--- config.mk ---
export PLATFORM = sky130hd
export DESIGN_NAME = dir_regs
export DESIGN_NICKNAME = d
export VERILOG_FILES = /design/src/rtl/dir_pkg.sv /design/src/rtl/dir_regs.sv
export SDC_FILE = /design/constraint.sdc
export NUM_CORES = 1
export LEC_CHECK = 0
export BUFFER_PORTS_ARGS = -buffer_cell sky130_fd_sc_hd__buf_2
export CORE_ASPECT_RATIO = 0.9
export CORE_MARGIN = 8
export CORE_UTILIZATION = 51
export CTS_BUF_LIST = sky130_fd_sc_hd__clkbuf_4 sky130_fd_sc_hd__clkbuf_8
export CTS_CLUSTER_DIAMETER = 120
export CTS_CLUSTER_SIZE = 12
export DETAILED_ROUTE_END_ITERATION = 7
export PLACE_DENSITY = 0.95
export RECOVER_POWER = 25
export SLEW_MARGIN = 30
export SYNTH_ARGS = -nofsm -noshare
export SYNTH_HDL_FRONTEND = slang
export SYNTH_SLANG_ARGS = --single-unit
--- constraint.sdc ---
create_clock -name I_CORE_CLK -period 2.6 [get_ports I_CORE_CLK]
set_clock_uncertainty 0.2 [all_clocks]
set_input_delay 0.26 -clock I_CORE_CLK [delete_from_list [all_inputs] [get_ports I_CORE_CLK]]
set_output_delay 0.26 -clock I_CORE_CLK [all_outputs]
set_load 0.01 [all_outputs]
--- src/rtl/dir_pkg.sv ---
package dir_pkg;
  // ************************************************************
  // register offsets and layouts
  // ************************************************************
  localparam logic [7:0] OFS_BUS_ADDRESS_CONFIG = 8'h00;
  localparam logic [7:0] OFS_RESET_CONTROL = 8'h01;
  localparam logic [6:0] RST_DEVICE_ADDRESS = 7'h60;
  localparam logic RST_ADDRESS_SOURCE_SELECT = 1'h0;
  localparam logic RST_ANALOG_POWER_DOWN = 1'h0;
  localparam int POS_ADDRESS_SOURCE_SELECT = 0;
  localparam int POS_DIGITAL_RESET_KEEP = 1;
  localparam int POS_DIGITAL_RESET_ALL = 0;
  localparam int POS_ANALOG_POWER_DOWN = 5;
  // cycles a digital reset pulse is held on the core
  localparam logic [1:0] DIGITAL_RESET_CYCLES = 2'h1;

  typedef struct packed {
    logic we;
    logic re;
    logic local_access;
    logic [7:0] addr;
    logic [7:0] wdata;
  } dir_req_t;

  typedef struct packed {
    logic [6:0] device_address;
    logic address_source_select;
    logic analog_power_down;
    logic digital_reset_keep;
    logic digital_reset_all;
    logic [7:0] rdata;
  } dir_state_t;
endpackage

--- src/rtl/dir_regs.sv ---
`timescale 1ns/10ps
// Function
// - writable 7-bit bus address, default 0x60
// - bit0 selects strap or register address
// - power-down set only by local access
// - power-down bit drives analog block off
// - bit1 resets logic, keeps registers, self-clears
// - bit0 resets logic and registers, self-clears
module dir_regs (
  input wire logic I_CORE_CLK,
  input wire logic I_RST,
  input wire logic I_WE,
  input wire logic I_RE,
  input wire logic I_LOCAL_ACCESS,
  input wire logic [7:0] I_ADDR,
  input wire logic [7:0] I_WDATA,
  input wire logic [6:0] I_STRAP_ADDRESS_VALUE,
  output logic [7:0] O_RDATA,
  output logic [6:0] O_ACTIVE_ADDRESS,
  output logic [6:0] O_DEVICE_ADDRESS,
  output logic O_ADDRESS_SOURCE_SELECT,
  output logic O_ANALOG_POWER_DOWN,
  output logic O_DIGITAL_RESET
);
  dir_pkg::dir_req_t req;
  dir_pkg::dir_state_t state_reg;
  dir_pkg::dir_state_t state_next;
  logic [6:0] strap_meta_reg;
  logic [6:0] strap_sync_reg;
  logic wr_addr;
  logic wr_rst;

  function automatic logic hit(input logic [7:0] a, input logic [7:0] o);
    hit = (a == o);
  endfunction

  assign req.we = I_WE;
  assign req.re = I_RE;
  assign req.local_access = I_LOCAL_ACCESS;
  assign req.addr = I_ADDR;
  assign req.wdata = I_WDATA;
  assign wr_addr = req.we && hit(req.addr, dir_pkg::OFS_BUS_ADDRESS_CONFIG);
  assign wr_rst = req.we && hit(req.addr, dir_pkg::OFS_RESET_CONTROL);

  // ************************************************************
  // strap pin synchroniser
  // ************************************************************
  always_ff @(posedge I_CORE_CLK)
  begin
    strap_meta_reg <= I_STRAP_ADDRESS_VALUE;
    strap_sync_reg <= strap_meta_reg;
  end

  // ************************************************************
  // register update
  // ************************************************************
  always_comb
  begin
    state_next = state_reg;
    // reset pulses last one cycle, then clear themselves
    state_next.digital_reset_keep = 1'b0;
    state_next.digital_reset_all = 1'b0;
    state_next.rdata = 8'h00;
    if (state_reg.digital_reset_all)
    begin
      // full digital reset returns every register to default
      state_next.device_address = dir_pkg::RST_DEVICE_ADDRESS;
      state_next.address_source_select =
        dir_pkg::RST_ADDRESS_SOURCE_SELECT;
      state_next.analog_power_down = dir_pkg::RST_ANALOG_POWER_DOWN;
    end
    else
    begin
      if (wr_addr)
      begin
        state_next.device_address = req.wdata[7:1];
        state_next.address_source_select =
          req.wdata[dir_pkg::POS_ADDRESS_SOURCE_SELECT];
      end
      if (wr_rst)
      begin
        // remote writes cannot power down; writing 0 never clears it
        if (req.local_access && req.wdata[dir_pkg::POS_ANALOG_POWER_DOWN])
          state_next.analog_power_down = 1'b1;
        state_next.digital_reset_keep =
          req.wdata[dir_pkg::POS_DIGITAL_RESET_KEEP];
        state_next.digital_reset_all =
          req.wdata[dir_pkg::POS_DIGITAL_RESET_ALL];
      end
    end
    if (req.re && hit(req.addr, dir_pkg::OFS_BUS_ADDRESS_CONFIG))
      state_next.rdata = {state_reg.device_address,
                          state_reg.address_source_select};
    else if (req.re && hit(req.addr, dir_pkg::OFS_RESET_CONTROL))
      // reset bits are pulses and read back as zero
      state_next.rdata = {2'h0, state_reg.analog_power_down, 5'h00};
  end

  always_ff @(posedge I_CORE_CLK)
  begin
    if (I_RST)
    begin
      state_reg.device_address <= dir_pkg::RST_DEVICE_ADDRESS;
      state_reg.address_source_select <= dir_pkg::RST_ADDRESS_SOURCE_SELECT;
      state_reg.analog_power_down <= dir_pkg::RST_ANALOG_POWER_DOWN;
      state_reg.digital_reset_keep <= 1'b0;
      state_reg.digital_reset_all <= 1'b0;
      state_reg.rdata <= 8'h00;
    end
    else
      state_reg <= state_next;
  end

  // ************************************************************
  // outputs
  // ************************************************************
  assign O_RDATA = state_reg.rdata;
  assign O_DEVICE_ADDRESS = state_reg.device_address;
  assign O_ADDRESS_SOURCE_SELECT = state_reg.address_source_select;
  assign O_ACTIVE_ADDRESS = state_reg.address_source_select ?
    state_reg.device_address : strap_sync_reg;
  assign O_ANALOG_POWER_DOWN = state_reg.analog_power_down;
  assign O_DIGITAL_RESET = state_reg.digital_reset_keep |
    state_reg.digital_reset_all;
endmodule

==> results list, run 1 <==
- Synthesized area per cell: 11.14 µm²
* Max Clk Rate: 495.1 MHz
* Library cell occupying the most area in the post-synthesis netlist: dfxtp_1
- After detailed routing, the average wire length per cell comes to 15.79 µm.
- Number of design-rule violations left by the first detailed-router iteration: 24
* Number of port buffers: 52
- Cell total after placement: around 170
- FF-to-FF path depth: 3
* Setup CP Type: input port to register
- The final hold violation count came to 0.
- In the routed layout, each cell is associated on average with a via count of 4.796.
- Fillcell total: 157
- Clock transition time at the flip-flop clock pins of the worst setup and hold paths: 0.09 ns
- 53 I/O pins were placed.
* Die X-Extent: 66.49 µm
- Final min period: 2.020 ns
- Fraction of synthesized cell area taken by the top area cell type: 56.47%
- Across all register-to-register paths, the minimum setup slack is about 0.97 ns.
* Final instance count without filler cells: 191
- Row count: 16
* Top FF cell, synth: dfxtp_1
* Root buf cell: clkbuf_4
- Total power: approximately 0.00099 W
- The most critical setup path has its endpoint at O_DEVICE_ADDRESS[0].
* GRT Overall Usage: 16.02%
* Fraction of registers with async set or reset after synthesis: 0%
- Power per cell area: 622.8 nW/µm²
* Count of pins over their slew limit: 0
* Final Wtd Congestion: 0.7338
- Insertion delay of the later-clocked pin in the worst-skew pair: 0.32 ns
* Post-cts resize count: 0
* Post-synthesis instance area: 1170 µm²
- First-pass iteration count of the detailed router: 4
* Critical path endpoint category: register
- The path class of the tightest hold or removal check is input port to register.
* Synthesized netlist cell count: 105
- The total overflow left after global routing is 0.
- For this run, design rule violations remaining after detail routing come to 0.
- Sequential elements use 56.47% of the synthesized area.
- The register with the most flip-flops in the layout has 8 of them.
- Timing startpoint of the critical path: I_ADDR[5]
* Global-route wire length before repair: 4781 µm
- Vias after detailed routing: 916
- Sum Neg Setup Slack: 0 ns
- Total die area: 4085 µm²
* Count of H-tree levels built during CTS: 2
- CTS tree: yes
* Synth cell count leaders: 33 x dfxtp_1, 15 x buf_4, 13 x nand2_1, 9 x and2_1, 9 x mux2i_1
- The number of nets in the synthesized netlist is 133.
* Core utilization of the finished layout: 72.82%
- Core box area: 2182 µm²
- Worst EP required: 2.65 ns
* R2R Path End: O_ANALOG_POWER_DOWN
- In the finished design, the share of the clock period the worst path needs comes to between 70% and 80%.
- The startpoint identified for the worst register-to-register timing path is state_reg[8].
- Number of warning messages in the yosys log: 0
- 0 antenna diodes ended up in the layout.
- Relative slew slack: roughly half
- Counting the buffers created by CTS gives 5.
* Worst vdd ir: 0.0004556 V
* Cells taking the most area after synthesis: dfxtp_1 56%, buf_4 9.6%, mux2i_1 7.7%
- Chip Height: around 61 µm
- In this run, synthesis produced a sequential element count of 33.
- Proportion of layout cells with a drive suffix above 1: 44.51%
- Area overhead of the layout relative to synthesis: 35.83%
- Total routed wirelength: 3016 µm
- In this run the worst path has a maximum fanout of 8.
* Reported leakage power: 0.8105 nW
- The final layout contains 191 nets.
- Data on the critical path arrives at its endpoint at 2.07 ns.
- Number of antenna violations at the first check in global routing: 0
* Starting density of the core: 53.61%
- Number of global-route vias before repair: 1018
- Once detail routing completed, the nets flagged for antenna violations numbered 0.
- The clock passes through at most 2 buffers.
- For the pin with the worst max-slew slack, the measured transition is roughly 0.73 ns.
- Setup violations remaining at the end of the flow were counted as 0.
* CTS sink cnt: 33
* Library cell with the highest instance count after synthesis: dfxtp_1
- In this run, synthesis inferred 0 flip-flops with an integrated enable.
- Number of max-capacitance violations reported: 0
- Result of the run: finished clean
* Post-synth cell types: 16
- STA classifies the critical path startpoint as an input port.
- Pin count of the biggest net entering global routing: 14
- RSZ-0062 raised after global routing: no
-- final cells by class --
class,instances,area (µm²),area share (%)
multi-input cells,53,374.1,23.54
inverters,1,3.754,0.2362
well taps,27,33.78,2.126
repair buffers,69,427.9,26.93
clock inverters,1,30.03,1.890
clock buffers,7,58.81,3.701
flip-flops and latches,33,660.6,41.57
-- cell usage in the layout (no fill, tap or decap), drive strengths merged --
| master | count |
|---|---|
| mux2i | 9 |
| buf | 53 |
| dlygate4sd3 | 16 |
| mux2 | 7 |
| or2 | 2 |
| clkbuf | 7 |
| a32o | 1 |
| or3 | 1 |
| nor2 | 5 |
| dfxtp | 33 |
| bufinv | 1 |
| inv | 1 |
| or4 | 2 |
| nor4 | 3 |
| and2 | 9 |
| nand2 | 13 |
| nand2b | 1 |
-- worst min-delay path by stage --
stage / start / endpoint / slack [ns] / cells after the start
after floorplan: I_STRAP_ADDRESS_VALUE[0] / strap_meta_reg[0] / 0.09 / 0
after global placement: strap_meta_reg[2] / strap_sync_reg[2] / 0.11 / 0
after detailed placement: strap_meta_reg[4] / strap_sync_reg[4] / 0.12 / 0
after CTS: I_ADDR[3] / O_RDATA[5] / 0.001 / 3
after global routing: I_ADDR[3] / O_RDATA[5] / 0.02 / 3
final: I_ADDR[1] / O_RDATA[5] / 0.02 / 3
-- layer usage --
layer  global-route usage [%]  up-vias  wire, µm
li1                         -      443         -
met1                    13.38      417      1026
met2                    29.02       45      1567
met3                    7.818       11       290
met4                    12.16        0       131
met5                        0        -         0
-- power breakdown --
group / internal (W) / switching, W / leakage [nW] / total (W)
Combinational: 0.0000427 / 0.0000268 / 0.490 / 0.0000695
Clock: 0.000240 / 0.000161 / 0.0489 / 0.000401
Sequential: 0.000517 / 0.00000262 / 0.271 / 0.000519
Total: 0.000799 / 0.000190 / 0.810 / 0.000990
-- metrics by stage --
stage	hold WS (ns)	area [µm²]	worst slack, ns
after detailed placement	0.1157	1340	0.6653
after global routing	0.02372	1589	0.5569
after global placement	0.1129	1340	0.7160
after floorplan	0.08772	1170	0.8100
final	0.02435	1589	0.5801
after CTS	0.001367	1589	0.6199
-- worst max-delay path: stages --
cell	delay [ns]
dlygate4sd3_1	0.54
buf_2	0.12
or3_4	0.35
or4_4	0.60
mux2i_1	0.21
-- logic make-up after synthesis --
| family | synth area share [%] |
|---|---|
| flip-flops | 56.47 |
| multiplexers | 14.44 |
| AND/OR/NAND/NOR | 16.68 |
| buffers and inverters | 11.55 |
| AO/OA/AOI/OAI | 0.8556 |
-- timing repair --
action / CTS / global route
hold endpoints to repair: 18 / 0
hold buffers: 16 / 0
setup buffers: 0 / 0
endpoints found under the setup margin: 0 / 0
Power figures use the tool's default switching activity.
==> inputs of run 2 (changes only) <==
Settings changed: CORE_UTILIZATION 51 to 47, PLACE_DENSITY 0.95 to 0.91.
Clock period 2.6 ns to 2 ns, I/O delays scaled along.
==> results list, run 2 (synthesis gave the netlist of run 1 again) <==
- The launch point of the worst path was I_ADDR[3] (was I_ADDR[5]).
- The largest incremental delay on the critical path came to 0.56 ns (was 0.60 ns).
- After layout, the worst path uses 98.75% of the clock period.
- The floorplan die area came to 4344 µm² (was 4085 µm²).
* Number of port buffers: 52 (unchanged)
* Reported leakage power: 0.8420 nW (was 0.8105 nW)
- Antenna cell count: 0 (unchanged)
* Sum Neg Setup Slack: 0 ns (unchanged)
- The power density over the cells is 724.1 nW/µm² (was 622.8 nW/µm²).
* Final setup margin: 0.02498 ns (was 0.5801 ns)
* Remaining antenna violation count after routing: 0 (unchanged)
- Final min period: 1.975 ns
- Stages on worst setup path: 5 (unchanged)
- Root buf cell: clkbuf_4 (unchanged)
* Register cell area after layout: 660.6 µm² (unchanged)
- CTS tree: yes (unchanged)
* Multi-input gate area: 380.4 µm² (was 374.1 µm²)
* Core box area: 2404 µm² (was 2182 µm²)
- Setup CP Type: input port to register (unchanged)
- CP Launch Type: input port (unchanged)
* Cell family with most CP delay: simple AND/OR/NAND/NOR gates (unchanged)
* Count of pins over their slew limit: 0 (unchanged)
* Final Wtd Congestion: 0.7115 (was 0.7338)
* Most common cell after layout, fill and taps aside: buf_2 (unchanged)
* Number of max-capacitance violations reported: 0 (unchanged)
- Setup repair bufs after CTS: 0 (unchanged)
- The wire length per cell after detailed routing is 15.51 µm (was 15.79 µm).
- Estimated wirelength of the detail-placed design: 1905 µm
- Total routed wirelength: 3101 µm (was 3016 µm)
- The slew of the pin with the lowest slew margin was 0.4241 ns (was 0.7349 ns).
* Maximum fanout along the worst path: 8 (unchanged)
* Die X-Extent: 68.59 µm (was 66.49 µm)
- Max FFs per register: 8 (unchanged)
- Chip Height: 63.33 µm (was 61.44 µm)
- The number of global-route vias before repair came to 1061 (was 1018).
* Reg2reg start: state_reg[8] (unchanged)
* Buffers and inverters on the worst path: 2 (unchanged)
* Critical path endpoint category: register (unchanged)
* Number of endpoints failing setup at the final stage: 0 (unchanged)
- The total clock buffers created by CTS was 5 (unchanged).
- Starting density of the core: 48.67% (was 53.61%)
* Clock transition time at the flip-flop clock pins of the worst setup and hold paths: 0.10 ns (was 0.09 ns)
* Relative slew slack: 71.69% (was 50.82%)
* Global route overflow: 0 (unchanged)
- The post-layout net count was 199 (was 191).
- The first-pass GRT wire length is 4664 µm (was 4781 µm).
- The setup slack at placement came to 0.1440 ns (was 0.6653 ns).
* Max Clk Rate: 506.3 MHz
- Number of design-rule violations left by the first detailed-router iteration: 10 (was 24)
* Endpoints failing hold: 0 (unchanged)
- Highest-count cells in the layout ignoring fill and taps: 52 x buf_2, 33 x dfxtp_1, 22 x dlygate4sd3_1 (was 52 x buf_2, 33 x dfxtp_1, 16 x dlygate4sd3_1).
- RSZ-0062 raised after global routing: no (unchanged)
- The clock latency at the later pin of the worst-skew pair was 0.33 ns (was 0.32 ns).
- I/O pin count: 53 (unchanged)
- Row count: 17 (was 16)
* Remaining design rule violation count: 0 (unchanged)
- Worst EP arrival: 2.00 ns (was 2.07 ns)
- First-pass iteration count of the detailed router: 3 (was 4)
- Proportion of layout cells with a drive suffix above 1: 43.60% (was 44.51%)
- Worst EP required: 2.02 ns (was 2.65 ns)
- The count of H-tree levels built during CTS was 2 (unchanged).
* Min-Delay Path Class: input port to register (unchanged)
* Worst setup endpoint: O_DEVICE_ADDRESS[2] (was O_DEVICE_ADDRESS[0])
* Worst R2R Setup Slack: 0.51 ns (was 0.97 ns)
- CP cell instances: dlygate4sd3_1, buf_2, or3_4, or4_4, mux2i_1 (unchanged)
- The number of cells on the worst reg-to-reg path was 3 (unchanged).
* R2R Path End: O_ANALOG_POWER_DOWN (unchanged)
- Number of antenna violations at the first check in global routing: 0 (unchanged)
- The number of buffers on the longest clock path is 2 (unchanged).
- Pin count of the biggest net entering global routing: 14 (unchanged)
- Result of the run: finished clean (unchanged)
- The worst-case vdd ir drop is 0.0004978 V (was 0.0004556 V).
- Post-detailed-route via-to-cell ratio: 4.700 (was 4.796)
- Vias after detailed routing: 940 (was 916)
- CTS sink cnt: 33 (unchanged)
- CP max-delay cell: dlygate4sd3_1 (was or4_4)
- Area overhead of the layout relative to synthesis: 41.71% (was 35.83%)
- GRT Overall Usage: 14.35% (was 16.02%)
- The number of inserted filler cells in the final layout was 167 (was 157).
[run 2: timing repair]
item                                   in CTS  in global routing
resized for setup                           0                  2
setup endpoints to repair                   0                 11
hold buffers                               22                  1
endpoints found under the hold margin      19                  1
[run 2: worst min-delay path by stage]
stage | start | end | slack (ns) | cells after the start
floorplan | I_STRAP_ADDRESS_VALUE[0] | strap_meta_reg[0] | 0.03 | 0
global placement | I_STRAP_ADDRESS_VALUE[4] | strap_meta_reg[4] | 0.10 | 1
detailed placement | I_STRAP_ADDRESS_VALUE[2] | strap_meta_reg[2] | 0.10 | 1
CTS | I_ADDR[6] | O_RDATA[5] | -0.04 | 3
global route | I_WE | state_reg[9] | 0.09 | 4
finish | I_ADDR[0] | O_RDATA[5] | 0.08 | 3
[run 2: power breakdown]
| group | internal, W | switching [W] | leakage, nW |
|---|---|---|---|
| Combinational | 0.0000656 | 0.0000391 | 0.530 |
| Clock | 0.000204 | 0.000216 | 0.0413 |
| Sequential | 0.000672 | 0.00000397 | 0.271 |
| Total | 0.000941 | 0.000259 | 0.842 |
[run 2: worst register-to-register path, cell delays in order (launching register included)]
cell	delay (ns)
dfxtp_1	0.34
or2_2	0.35
nor4_2	0.34
a32o_1	0.21
[run 2: final cells by class]
class	count	share of cell area [%]
multi-input cells	53	22.94
flip-flops and latches	33	39.85
repair buffers	77	30.64
well taps	28	2.113
clock buffers	7	3.925
clock inverters	1	0.3019
inverters	1	0.2264
[run 2: metrics by stage]
step	utilization (%)	cell area (µm²)	power, W	cells	hold slack (ns)
floorplan	-	1170	0.0007156	105	0.02772
global placement	56.12	1349	0.0007525	169	0.1037
detailed placement	56.12	1349	0.0007558	169	0.1036
CTS	68.19	1639	0.001199	199	-0.03969
global route	68.97	1658	0.001242	200	0.09084
finish	68.97	1658	0.001200	200	0.07755
[run 2: routing by layer]
| metal | GRT usage, % | wire length, µm |
|---|---|---|
| met4 | 8.440 | 116 |
| met5 | 0 | 0 |
| met3 | 6.537 | 265 |
| met1 | 14.06 | 1156 |
| met2 | 23.69 | 1562 |
